## config.mk

```make
export PLATFORM = sky130hd
export DESIGN_NAME = dscd_device_flat
export DESIGN_NICKNAME = d
export VERILOG_FILES = /design/src/pkg/dscd_pkg.sv /design/src/pkg/dscd_link_if.sv /design/src/rtl/dscd_device.sv /design/src/flat_wrapper.sv
export VERILOG_INCLUDE_DIRS = /design/src /design/src/pkg
export SDC_FILE = /design/constraint.sdc
export NUM_CORES = 1
export LEC_CHECK = 0
export ABC_AREA = 1
export BUFFER_PORTS_ARGS = -buffer_cell sky130_fd_sc_hd__buf_4
export CORE_MARGIN = 4
export CORE_UTILIZATION = 57
export CTS_CLUSTER_SIZE = 20
export DETAILED_ROUTE_END_ITERATION = 8
export GPL_ROUTABILITY_DRIVEN = 0
export GPL_TIMING_DRIVEN = 1
export MAX_ROUTING_LAYER = met4
export PLACE_DENSITY = 0.87
export SLEW_MARGIN = 10
export SYNTH_ARGS = -nofsm -noshare
export SYNTH_HDL_FRONTEND = slang
export SYNTH_SLANG_ARGS = --single-unit
```

## constraint.sdc

```tcl
create_clock -name ref_clk_i -period 3.3 [get_ports ref_clk_i]
set_input_delay 0.495 -clock ref_clk_i [delete_from_list [all_inputs] [get_ports ref_clk_i]]
set_output_delay 0.495 -clock ref_clk_i [all_outputs]
set_load 0.01 [all_outputs]
```

## src/pkg/dscd_defines.svh

```systemverilog
`ifndef DSCD_DEFINES_SVH
`define DSCD_DEFINES_SVH

// Operation field codes, bits 15:10 of the operation word.
`define DSCD_OP_NOP      6'h00
`define DSCD_OP_ADREG    6'h02
`define DSCD_OP_RESUME   6'h03
`define DSCD_OP_MEM      6'h06
`define DSCD_OP_BLOCK    6'h07
`define DSCD_OP_CTRL     6'h0A
`define DSCD_OP_DBG      6'h0B

// Field positions inside the operation word.
`define DSCD_F_OP_HI     15
`define DSCD_F_OP_LO     10
`define DSCD_F_DIR       8
`define DSCD_F_SZ_HI     7
`define DSCD_F_SZ_LO     6
`define DSCD_F_REG_HI    3

// Operand size encodings.
`define DSCD_SZ_BYTE     2'h0
`define DSCD_SZ_WORD     2'h1
`define DSCD_SZ_LONG     2'h2
`define DSCD_SZ_RSVD     2'h3

// Packet length and device responses (status bit above 16 data bits).
`define DSCD_PKT_BITS    17
`define DSCD_RSP_OK      17'h0_FFFF
`define DSCD_RSP_NOTRDY  17'h1_0000
`define DSCD_RSP_BUSERR  17'h1_0001
`define DSCD_RSP_ILLEGAL 17'h1_FFFF

// Debug module registers and event bits.
`define DSCD_DBG_STATUS  4'h0
`define DSCD_DBG_MASK    4'h1
`define DSCD_EV_ILLEGAL  0
`define DSCD_EV_BUSERR   1
`define DSCD_EV_RESUME   2
`define DSCD_EV_W        3

// Serial clock made by the host end.
`define DSCD_CLK_PERIOD_NS  100
`define DSCD_SCLK_PERIOD_NS 1600
`define DSCD_SCLK_HALF_CYC  (`DSCD_SCLK_PERIOD_NS / (2 * `DSCD_CLK_PERIOD_NS))

`endif

```

## src/pkg/dscd_pkg.sv

```systemverilog
package dscd_pkg;

    typedef enum logic [2:0] {ST_CMD, ST_EXT, ST_BUSY, ST_DONE, ST_LAST} dscd_state_e;
    typedef enum logic [1:0] {HS_IDLE, HS_LOW, HS_HIGH} dscd_hstate_e;
    typedef enum logic [0:0] {RS_AD_REG, RS_CTRL_REG} dscd_space_e;

    typedef struct packed {
        logic [2:0]  clk_sync;
        logic [2:0]  din_sync;
        logic        sclk_lvl;
        logic        din_lvl;
        logic [4:0]  bit_cnt;
        logic [15:0] rx_sh;
        logic [16:0] tx_sh;
        dscd_state_e st;
        logic [15:0] cmd;
        logic [2:0]  ext_cnt;
        logic [2:0]  dat_cnt;
        logic [31:0] addr;
        logic [31:0] data;
        logic [31:0] res;
        logic [16:0] fin;
        logic        two;
        logic        blk_rd_ok;
        logic        blk_wr_ok;
        logic [31:0] blk_addr;
        logic        mem_req;
        logic        reg_req;
        logic        resume;
        logic [2:0]  status;
        logic [2:0]  mask;
    } dscd_dev_s;

    typedef struct packed {
        dscd_hstate_e st;
        logic [2:0]   dout_sync;
        logic         dout_lvl;
        logic [7:0]   div;
        logic [4:0]   bit_cnt;
        logic [16:0]  sh;
        logic [16:0]  rx;
        logic         sclk;
        logic         din;
        logic         rx_valid;
    } dscd_host_s;

endpackage

```

## src/pkg/dscd_link_if.sv

```systemverilog
`timescale 1ns/100ps
`default_nettype none
interface dscd_link_if;
    logic debug_serial_clk;
    logic debug_serial_in;
    logic debug_serial_out;

    modport dev (
        input  debug_serial_clk,
        input  debug_serial_in,
        output debug_serial_out
    );
    modport host (
        output debug_serial_clk,
        output debug_serial_in,
        input  debug_serial_out
    );
endinterface
`default_nettype wire

```

## src/rtl/dscd_device.sv

```systemverilog
`timescale 1ns/100ps
`default_nettype none
`include "dscd_defines.svh"
module dscd_device (
    // Clock and reset
    input  wire logic                  ref_clk_i,
    input  wire logic                  resetn_i,
    // Serial link
    dscd_link_if.dev                   link,
    // Core status and control
    input  wire logic                  halted_i,
    output logic                       resume_o,
    // Core register access
    output logic                       reg_req_o,
    output logic                       reg_we_o,
    output dscd_pkg::dscd_space_e      reg_space_o,
    output logic [15:0]                reg_num_o,
    output logic [31:0]                reg_wdata_o,
    input  wire logic [31:0]           reg_rdata_i,
    input  wire logic                  reg_ack_i,
    // Memory bus cycle stealing
    output logic                       mem_req_o,
    output logic                       mem_we_o,
    output logic [1:0]                 mem_size_o,
    output logic [31:0]                mem_addr_o,
    output logic [31:0]                mem_wdata_o,
    input  wire logic [31:0]           mem_rdata_i,
    input  wire logic                  mem_ack_i,
    input  wire logic                  mem_err_i,
    // Interrupt
    output logic                       irq_o
);
    import dscd_pkg::*;

    dscd_dev_s s;
    dscd_dev_s n;

    logic [15:0] w;
    logic [5:0]  op;
    logic        dir;
    logic [1:0]  sz;
    logic        go;
    logic        rise;
    logic        ill;
    logic [31:0] a;
    logic [31:0] step;

    always_comb begin
        n = s;
        go = 1'b0;
        ill = 1'b0;
        a = 32'h0000_0000;
        step = 32'h0000_0000;
        n.resume = 1'b0;
        n.clk_sync = {s.clk_sync[1:0], link.debug_serial_clk};
        n.din_sync = {s.din_sync[1:0], link.debug_serial_in};
        if (s.clk_sync[2] == s.clk_sync[1]) begin
            n.sclk_lvl = s.clk_sync[2];
        end
        if (s.din_sync[2] == s.din_sync[1]) begin
            n.din_lvl = s.din_sync[2];
        end
        rise = (s.clk_sync[2] == s.clk_sync[1]) && s.clk_sync[2] && !s.sclk_lvl;
        // The top received bit is the host's status bit; it is dropped here.
        w = {s.rx_sh[14:0], n.din_lvl};
        op = w[`DSCD_F_OP_HI:`DSCD_F_OP_LO];
        dir = w[`DSCD_F_DIR];
        sz = w[`DSCD_F_SZ_HI:`DSCD_F_SZ_LO];
        if (rise) begin
            n.rx_sh = w;
            n.tx_sh = {s.tx_sh[15:0], 1'b0};
            n.bit_cnt = s.bit_cnt + 5'd1;
            if (s.bit_cnt == 5'(`DSCD_PKT_BITS - 1)) begin
                n.bit_cnt = 5'd0;
                n.tx_sh = `DSCD_RSP_NOTRDY;
                case (s.st)
                    ST_CMD: begin
                        n.cmd = w;
                        n.addr = 32'h0000_0000;
                        n.data = 32'h0000_0000;
                        n.ext_cnt = 3'd0;
                        n.dat_cnt = 3'd0;
                        if (op != `DSCD_OP_NOP) begin
                            n.blk_rd_ok = 1'b0;
                            n.blk_wr_ok = 1'b0;
                        end
                        case (op)
                            `DSCD_OP_NOP: begin
                                n.blk_rd_ok = s.blk_rd_ok;
                                n.blk_wr_ok = s.blk_wr_ok;
                            end
                            `DSCD_OP_RESUME: n.resume = 1'b1;
                            `DSCD_OP_ADREG, `DSCD_OP_DBG: begin
                                n.addr = {28'h000_0000, w[`DSCD_F_REG_HI:0]};
                                n.ext_cnt = dir ? 3'd0 : 3'd2;
                                n.dat_cnt = n.ext_cnt;
                            end
                            `DSCD_OP_CTRL: begin
                                n.ext_cnt = dir ? 3'd2 : 3'd4;
                                n.dat_cnt = dir ? 3'd0 : 3'd2;
                            end
                            `DSCD_OP_MEM, `DSCD_OP_BLOCK: begin
                                n.dat_cnt = dir ? 3'd0 : ((sz == `DSCD_SZ_LONG) ? 3'd2 : 3'd1);
                                n.ext_cnt = n.dat_cnt + ((op == `DSCD_OP_MEM) ? 3'd2 : 3'd0);
                                if (sz == `DSCD_SZ_RSVD) begin
                                    ill = 1'b1;
                                end
                                if (op == `DSCD_OP_BLOCK) begin
                                    n.blk_rd_ok = s.blk_rd_ok;
                                    n.blk_wr_ok = s.blk_wr_ok;
                                    if (dir ? !s.blk_rd_ok : !s.blk_wr_ok) begin
                                        ill = 1'b1;
                                    end
                                end
                            end
                            default: ill = 1'b1;
                        endcase
                        if (ill) begin
                            n.tx_sh = `DSCD_RSP_ILLEGAL;
                            n.status[`DSCD_EV_ILLEGAL] = 1'b1;
                            n.blk_rd_ok = s.blk_rd_ok;
                            n.blk_wr_ok = s.blk_wr_ok;
                        end else if (op == `DSCD_OP_NOP || op == `DSCD_OP_RESUME) begin
                            n.tx_sh = `DSCD_RSP_OK;
                        end else if (n.ext_cnt != 3'd0) begin
                            n.st = ST_EXT;
                        end else begin
                            go = 1'b1;
                        end
                    end
                    ST_EXT: begin
                        if (s.ext_cnt > s.dat_cnt) begin
                            n.addr = {s.addr[15:0], w};
                        end else begin
                            n.data = {s.data[15:0], w};
                        end
                        n.ext_cnt = s.ext_cnt - 3'd1;
                        go = (s.ext_cnt == 3'd1);
                    end
                    ST_DONE: begin
                        n.tx_sh = s.two ? {1'b0, s.res[31:16]} : s.fin;
                        n.st = s.two ? ST_LAST : ST_CMD;
                    end
                    ST_LAST: begin
                        n.tx_sh = {1'b0, s.res[15:0]};
                        n.st = ST_CMD;
                    end
                    default: n.st = s.st;
                endcase
            end
        end

        // Starting the operation once its last word has arrived.
        if (go) begin
            n.st = ST_BUSY;
            n.two = 1'b0;
            n.fin = `DSCD_RSP_OK;
            op = n.cmd[`DSCD_F_OP_HI:`DSCD_F_OP_LO];
            dir = n.cmd[`DSCD_F_DIR];
            sz = n.cmd[`DSCD_F_SZ_HI:`DSCD_F_SZ_LO];
            case (op)
                `DSCD_OP_MEM, `DSCD_OP_BLOCK: begin
                    a = (op == `DSCD_OP_BLOCK) ? s.blk_addr : n.addr;
                    if (sz == `DSCD_SZ_LONG) begin
                        a[1:0] = 2'b00;
                    end else if (sz == `DSCD_SZ_WORD) begin
                        a[0] = 1'b0;
                    end
                    n.addr = a;
                    n.mem_req = 1'b1;
                    n.blk_rd_ok = dir;
                    n.blk_wr_ok = !dir;
                end
                `DSCD_OP_DBG: begin
                    n.st = ST_DONE;
                    if (dir) begin
                        n.two = 1'b1;
                        n.res = 32'h0000_0000;
                        if (n.addr[3:0] == `DSCD_DBG_STATUS) begin
                            n.res[2:0] = s.status;
                        end else if (n.addr[3:0] == `DSCD_DBG_MASK) begin
                            n.res[2:0] = s.mask;
                        end
                    end else if (!halted_i) begin
                        n.fin = `DSCD_RSP_BUSERR;
                    end else if (n.addr[3:0] == `DSCD_DBG_STATUS) begin
                        // Write one to clear; events of this cycle still win.
                        n.status = (s.status & ~n.data[2:0]) | (n.status & ~s.status);
                    end else if (n.addr[3:0] == `DSCD_DBG_MASK) begin
                        n.mask = n.data[2:0];
                    end
                end
                default: begin
                    if (halted_i) begin
                        n.reg_req = 1'b1;
                    end else begin
                        n.fin = `DSCD_RSP_BUSERR;
                        n.st = ST_DONE;
                    end
                end
            endcase
        end

        // Completion of a core or bus access; the host keeps seeing not-ready.
        if (s.st == ST_BUSY) begin
            dir = s.cmd[`DSCD_F_DIR];
            sz = s.cmd[`DSCD_F_SZ_HI:`DSCD_F_SZ_LO];
            step = (sz == `DSCD_SZ_LONG) ? 32'h0000_0004 :
                   (sz == `DSCD_SZ_WORD) ? 32'h0000_0002 : 32'h0000_0001;
            if (s.reg_req && reg_ack_i) begin
                n.reg_req = 1'b0;
                n.res = reg_rdata_i;
                n.two = dir;
                n.st = ST_DONE;
            end
            if (s.mem_req && (mem_ack_i || mem_err_i)) begin
                n.mem_req = 1'b0;
                n.blk_addr = s.addr + step;
                n.st = ST_DONE;
                if (mem_err_i) begin
                    n.fin = `DSCD_RSP_BUSERR;
                    n.status[`DSCD_EV_BUSERR] = 1'b1;
                end else if (dir) begin
                    n.res = mem_rdata_i;
                    n.two = (sz == `DSCD_SZ_LONG);
                    n.fin = {1'b0, mem_rdata_i[15:0]};
                end
            end
        end
        if (n.resume) begin
            n.status[`DSCD_EV_RESUME] = 1'b1;
        end
    end

    always_ff @(posedge ref_clk_i or negedge resetn_i) begin
        if (!resetn_i) begin
            s <= '0;
            s.st <= ST_CMD;
            s.tx_sh <= `DSCD_RSP_OK;
            s.fin <= `DSCD_RSP_OK;
        end else begin
            s <= n;
        end
    end

    assign link.debug_serial_out = s.tx_sh[`DSCD_PKT_BITS - 1];
    assign resume_o = s.resume;
    assign reg_req_o = s.reg_req;
    assign reg_we_o = !s.cmd[`DSCD_F_DIR];
    assign reg_space_o = (s.cmd[`DSCD_F_OP_HI:`DSCD_F_OP_LO] == `DSCD_OP_CTRL) ?
                         RS_CTRL_REG : RS_AD_REG;
    assign reg_num_o = s.addr[15:0];
    assign reg_wdata_o = s.data;
    assign mem_req_o = s.mem_req;
    assign mem_we_o = !s.cmd[`DSCD_F_DIR];
    assign mem_size_o = s.cmd[`DSCD_F_SZ_HI:`DSCD_F_SZ_LO];
    assign mem_addr_o = s.addr;
    assign mem_wdata_o = s.data;
    assign irq_o = |(s.status & s.mask);
endmodule
`default_nettype wire

```

## src/flat_wrapper.sv

```systemverilog
// flat-port wrapper written by rule: the top's interface ports become plain ports
module dscd_device_flat import dscd_pkg::*;
  (ref_clk_i, resetn_i, halted_i, resume_o, reg_req_o, reg_we_o, reg_space_o, reg_num_o, reg_wdata_o, reg_rdata_i, reg_ack_i, mem_req_o, mem_we_o, mem_size_o, mem_addr_o, mem_wdata_o, mem_rdata_i, mem_ack_i, mem_err_i, irq_o, link_debug_serial_clk, link_debug_serial_in, link_debug_serial_out);
  dscd_link_if link_i ();
  input  wire logic ref_clk_i;
  input  wire logic resetn_i;
  input  wire logic halted_i;
  output logic resume_o;
  output logic reg_req_o;
  output logic reg_we_o;
  output dscd_pkg::dscd_space_e reg_space_o;
  output logic [15:0] reg_num_o;
  output logic [31:0] reg_wdata_o;
  input  wire logic [31:0] reg_rdata_i;
  input  wire logic reg_ack_i;
  output logic mem_req_o;
  output logic mem_we_o;
  output logic [1:0] mem_size_o;
  output logic [31:0] mem_addr_o;
  output logic [31:0] mem_wdata_o;
  input  wire logic [31:0] mem_rdata_i;
  input  wire logic mem_ack_i;
  input  wire logic mem_err_i;
  output logic irq_o;
  input wire logic [$bits(link_i.debug_serial_clk)-1:0] link_debug_serial_clk;
  input wire logic [$bits(link_i.debug_serial_in)-1:0] link_debug_serial_in;
  output wire logic [$bits(link_i.debug_serial_out)-1:0] link_debug_serial_out;
  assign link_i.debug_serial_clk = link_debug_serial_clk;
  assign link_i.debug_serial_in = link_debug_serial_in;
  assign link_debug_serial_out = link_i.debug_serial_out;
  dscd_device u_core (.ref_clk_i(ref_clk_i), .resetn_i(resetn_i), .link(link_i), .halted_i(halted_i), .resume_o(resume_o), .reg_req_o(reg_req_o), .reg_we_o(reg_we_o), .reg_space_o(reg_space_o), .reg_num_o(reg_num_o), .reg_wdata_o(reg_wdata_o), .reg_rdata_i(reg_rdata_i), .reg_ack_i(reg_ack_i), .mem_req_o(mem_req_o), .mem_we_o(mem_we_o), .mem_size_o(mem_size_o), .mem_addr_o(mem_addr_o), .mem_wdata_o(mem_wdata_o), .mem_rdata_i(mem_rdata_i), .mem_ack_i(mem_ack_i), .mem_err_i(mem_err_i), .irq_o(irq_o));
endmodule
```

==> results.toml <==
[global_route]
grt_pass1_vias = 10500
grt_max_degree = 104
overflow = 0
grt_use_total_pct = 27.1
grt_antenna_before_repair = 0
grt_pass1_wl_mm = 52.1

[detailed_routing]
met1Wirelength_mm = 12.6
first_pass_iters = 5
via_per_inst = 5.79
wl_per_cell_um = 17.5
route.detailed.drc = 0
wl_met2_mm = 15.6
final_antenna_net_count = 0
wl_mm = 31.9
maxUsedRoutingLayer = "met4"
dr_wl_met3_mm = 2.66
drt_iter0_markers = 1044
vias = 10600

[synth]
synth.largest_area_cell = "dfrtp_1"
yosysMostFrequentCell = "nand2_1"
synth_edf_count = 0
async_flop_share_pct = 100
ys_warn_count = 0
synth_area_leaders = "dfrtp_1 (39%), nand2_1 (11%), buf_4 (7.3%)"
postSynthCellCount = 1473
netlist_top_cells_count = "nand2_1 (350), dfrtp_1 (187), inv_1 (135)"
netlist_area_mm2 = 0.0119
syn-num-nets = 1559
synth.top_cell.area_share_pct = 39.2
synthDistinctLibCells = 50
syn_area_per_cell_um2 = 8.09
ys_ff_latch = 219
ys.flop_type = "dfrtp_1"
ys_seq_area_share_pct = 46.3

[power]
p_sw_share_pct = 24.2
powerDensity_mw_per_mm2 = 457
clock_power_share_pct = 44.6
ir_drop_v = 0.000393
seq_power_share_pct = 48.2
p_leak_nw = 6.69
fin_total_pwr_mw = 6.22
combPwrFrac_pct = 7.2
power.switching_mw = 1.50
intPower_mw = 4.72

[place]
placed_area_mm2 = 0.0128
dpl.hpwl_mm = 21.8
dp_slack_ps = 277
dpl.cell_count = 1785
port_buffers = 193

[floorplan]
core_area_mm2 = 0.0204
die_w_um = 153
start_util_pct = 58.4
fp-row-count = 52
ioPinCount = 194
die_h_um = 153
fp.dieArea_mm2 = 0.0233

[clock_network]
clockBufferDepth = 3
htreeDepth = 1
cts_tree = "yes"
cts-root-buf = "clkbuf_16"
cts_buffers = 23
post_cts_buffers = 0
clkTransAtPathRegs_ps = 60
cts_sinks = 219
clkLatencyLatePin_ps = 510

[sta]
period_minus_slack_ps = 3090
setup_violations = 0
clock.fmax_mhz = 324
fin_worst_skew_ps = 12.4
fin_ws_ps = 214
timing.final.crit_share_pct = 93.5
slew_headroom_pct = 27.5
rsz0062_at_grt = "false"
worstMarginPinSlew_ps = 1080
fin_tns_setup_ps = 0
timing.hold.ws_ps = 93.0
slew_violations = 0
timing.final.hold_violations = 0

[critical_path]
crit_path_max_fanout = 24
ff2ff_setup_slack_ps = 210
critPathKind = "reg -> reg"
r2r_start = "u_core.s[215]"
endpoint = "u_core.s[45]"
cp-end-kind = "register"
setup.worst_path.start = "u_core.s[215]"
required_ps = 3720
start_kind = "register"
crit_arrival_ps = 3510
rr_endpoint = "u_core.s[45]"
r2r_cells = 16

[layout]
antenna_cells = 0
area_delta_synth_final_pct = 14.2
fin_area_mm2 = 0.0136
fin_cells = 1826
final_core_util_pct = 66.7
drive_gt1_share_pct = 21.5
num-nets-final = 1626

[hold_path]
min_path_type = "in -> async"

[status]
status = "completed"

[job]
maxCapViolCount = 0
## cell type report
class,instances,area (um2)
Timing Repair Buffer,214,1650
Multi-Input combinational cell,932,4740
Clock inverter,14,186
Tap cell,270,338
Fill cell,1591,6810
Clock buffer,27,621
Sequential cell,219,5520
Inverter,150,563
## cells in the final DEF (no fill, tap or decap), types with 15 or more instances in the layout
cell and count:
clkbuf_16 23, inv_1 135, nor3_1 15, o22ai_1 17
a32oi_1 18, dfrtp_1 187, nor2_1 89, a31oi_1 27
nand3_1 57, o21ai_1 27, buf_4 210, dfstp_2 32
o31ai_1 17, a21oi_1 67, nand2_1 350, o21ai_0 120
a22oi_1 20
## cell families (layout without fill, tap and decap cells)
family                   Yosys count  count (layout)  share of synthesized area [%]
buffers and inverters            322             405                           14.1
adder cells (fa/ha/maj)           14              14                           1.53
flip-flops                       219             219                           46.3
AO/OA/AOI/OAI                    337             337                           16.7
XOR/XNOR                          24              24                           1.76
AND/OR/NAND/NOR                  557             557                           19.7
## worst min path at each step
stage | start | to | slack, ps | depth (start not counted)
final | resetn_i | u_core.mem_wdata_o[29] | 90 | 1
after detailed placement | u_core.n[223] | u_core.n[224] | 330 | 0
after CTS | link_debug_serial_in | u_core.n[223] | 90 | 1
after global routing | link_debug_serial_in | u_core.n[223] | 80 | 1
after floorplan | resetn_i | u_core.link.debug_serial_out | 200 | 0
after global placement | u_core.n[223] | u_core.n[224] | 340 | 0
## timing repair
action,CTS,global route
hold buffers,0,0
setup endpoints to repair,0,15
resized for setup,0,3
## registers in the layout, indices dropped and copies added (netlist names)
| register | count |
|---|---|
| u_core.mem_size_o | 2 |
| u_core.mem_req_o | 1 |
| u_core.s | 145 |
| u_core.link.debug_serial_out | 1 |
| u_core.resume_o | 1 |
| u_core.reg_req_o | 1 |
| u_core.mem_wdata_o | 32 |
| u_core.n | 4 |
| u_core.mem_addr_o | 32 |
## metal layers
layer,up-vias,global-route usage (%)
met5,-,-
met1,5036,34.9
li1,4890,-
met4,0,9.08
met3,95,3.98
met2,555,44.2
## power by group through the flow
stage / registers, mW / logic, mW / clock network (mW)
floorplan: 3.00 / 0.223 / 0
global placement: 3.03 / 0.405 / 0
detailed placement: 3.03 / 0.426 / 0
CTS: 2.99 / 0.448 / 2.79
global route: 3.01 / 0.505 / 2.91
finish: 3.00 / 0.448 / 2.77
## critical path: stages (launching register included)
cell,delay (ps)
dfrtp_1,400
inv_1,130
ha_1,190
nand2_1,70
inv_1,60
nand2_2,60
nor2_2,130
nand2_2,330
o21ai_1,350
nand2_1,150
nor2_2,220
nand3_4,140
nor2_8,310
nor2_4,160
o21ai_0,110
nand2_1,60
o21ai_0,130
No activity file was read; power rests on OpenSTA's default activity.
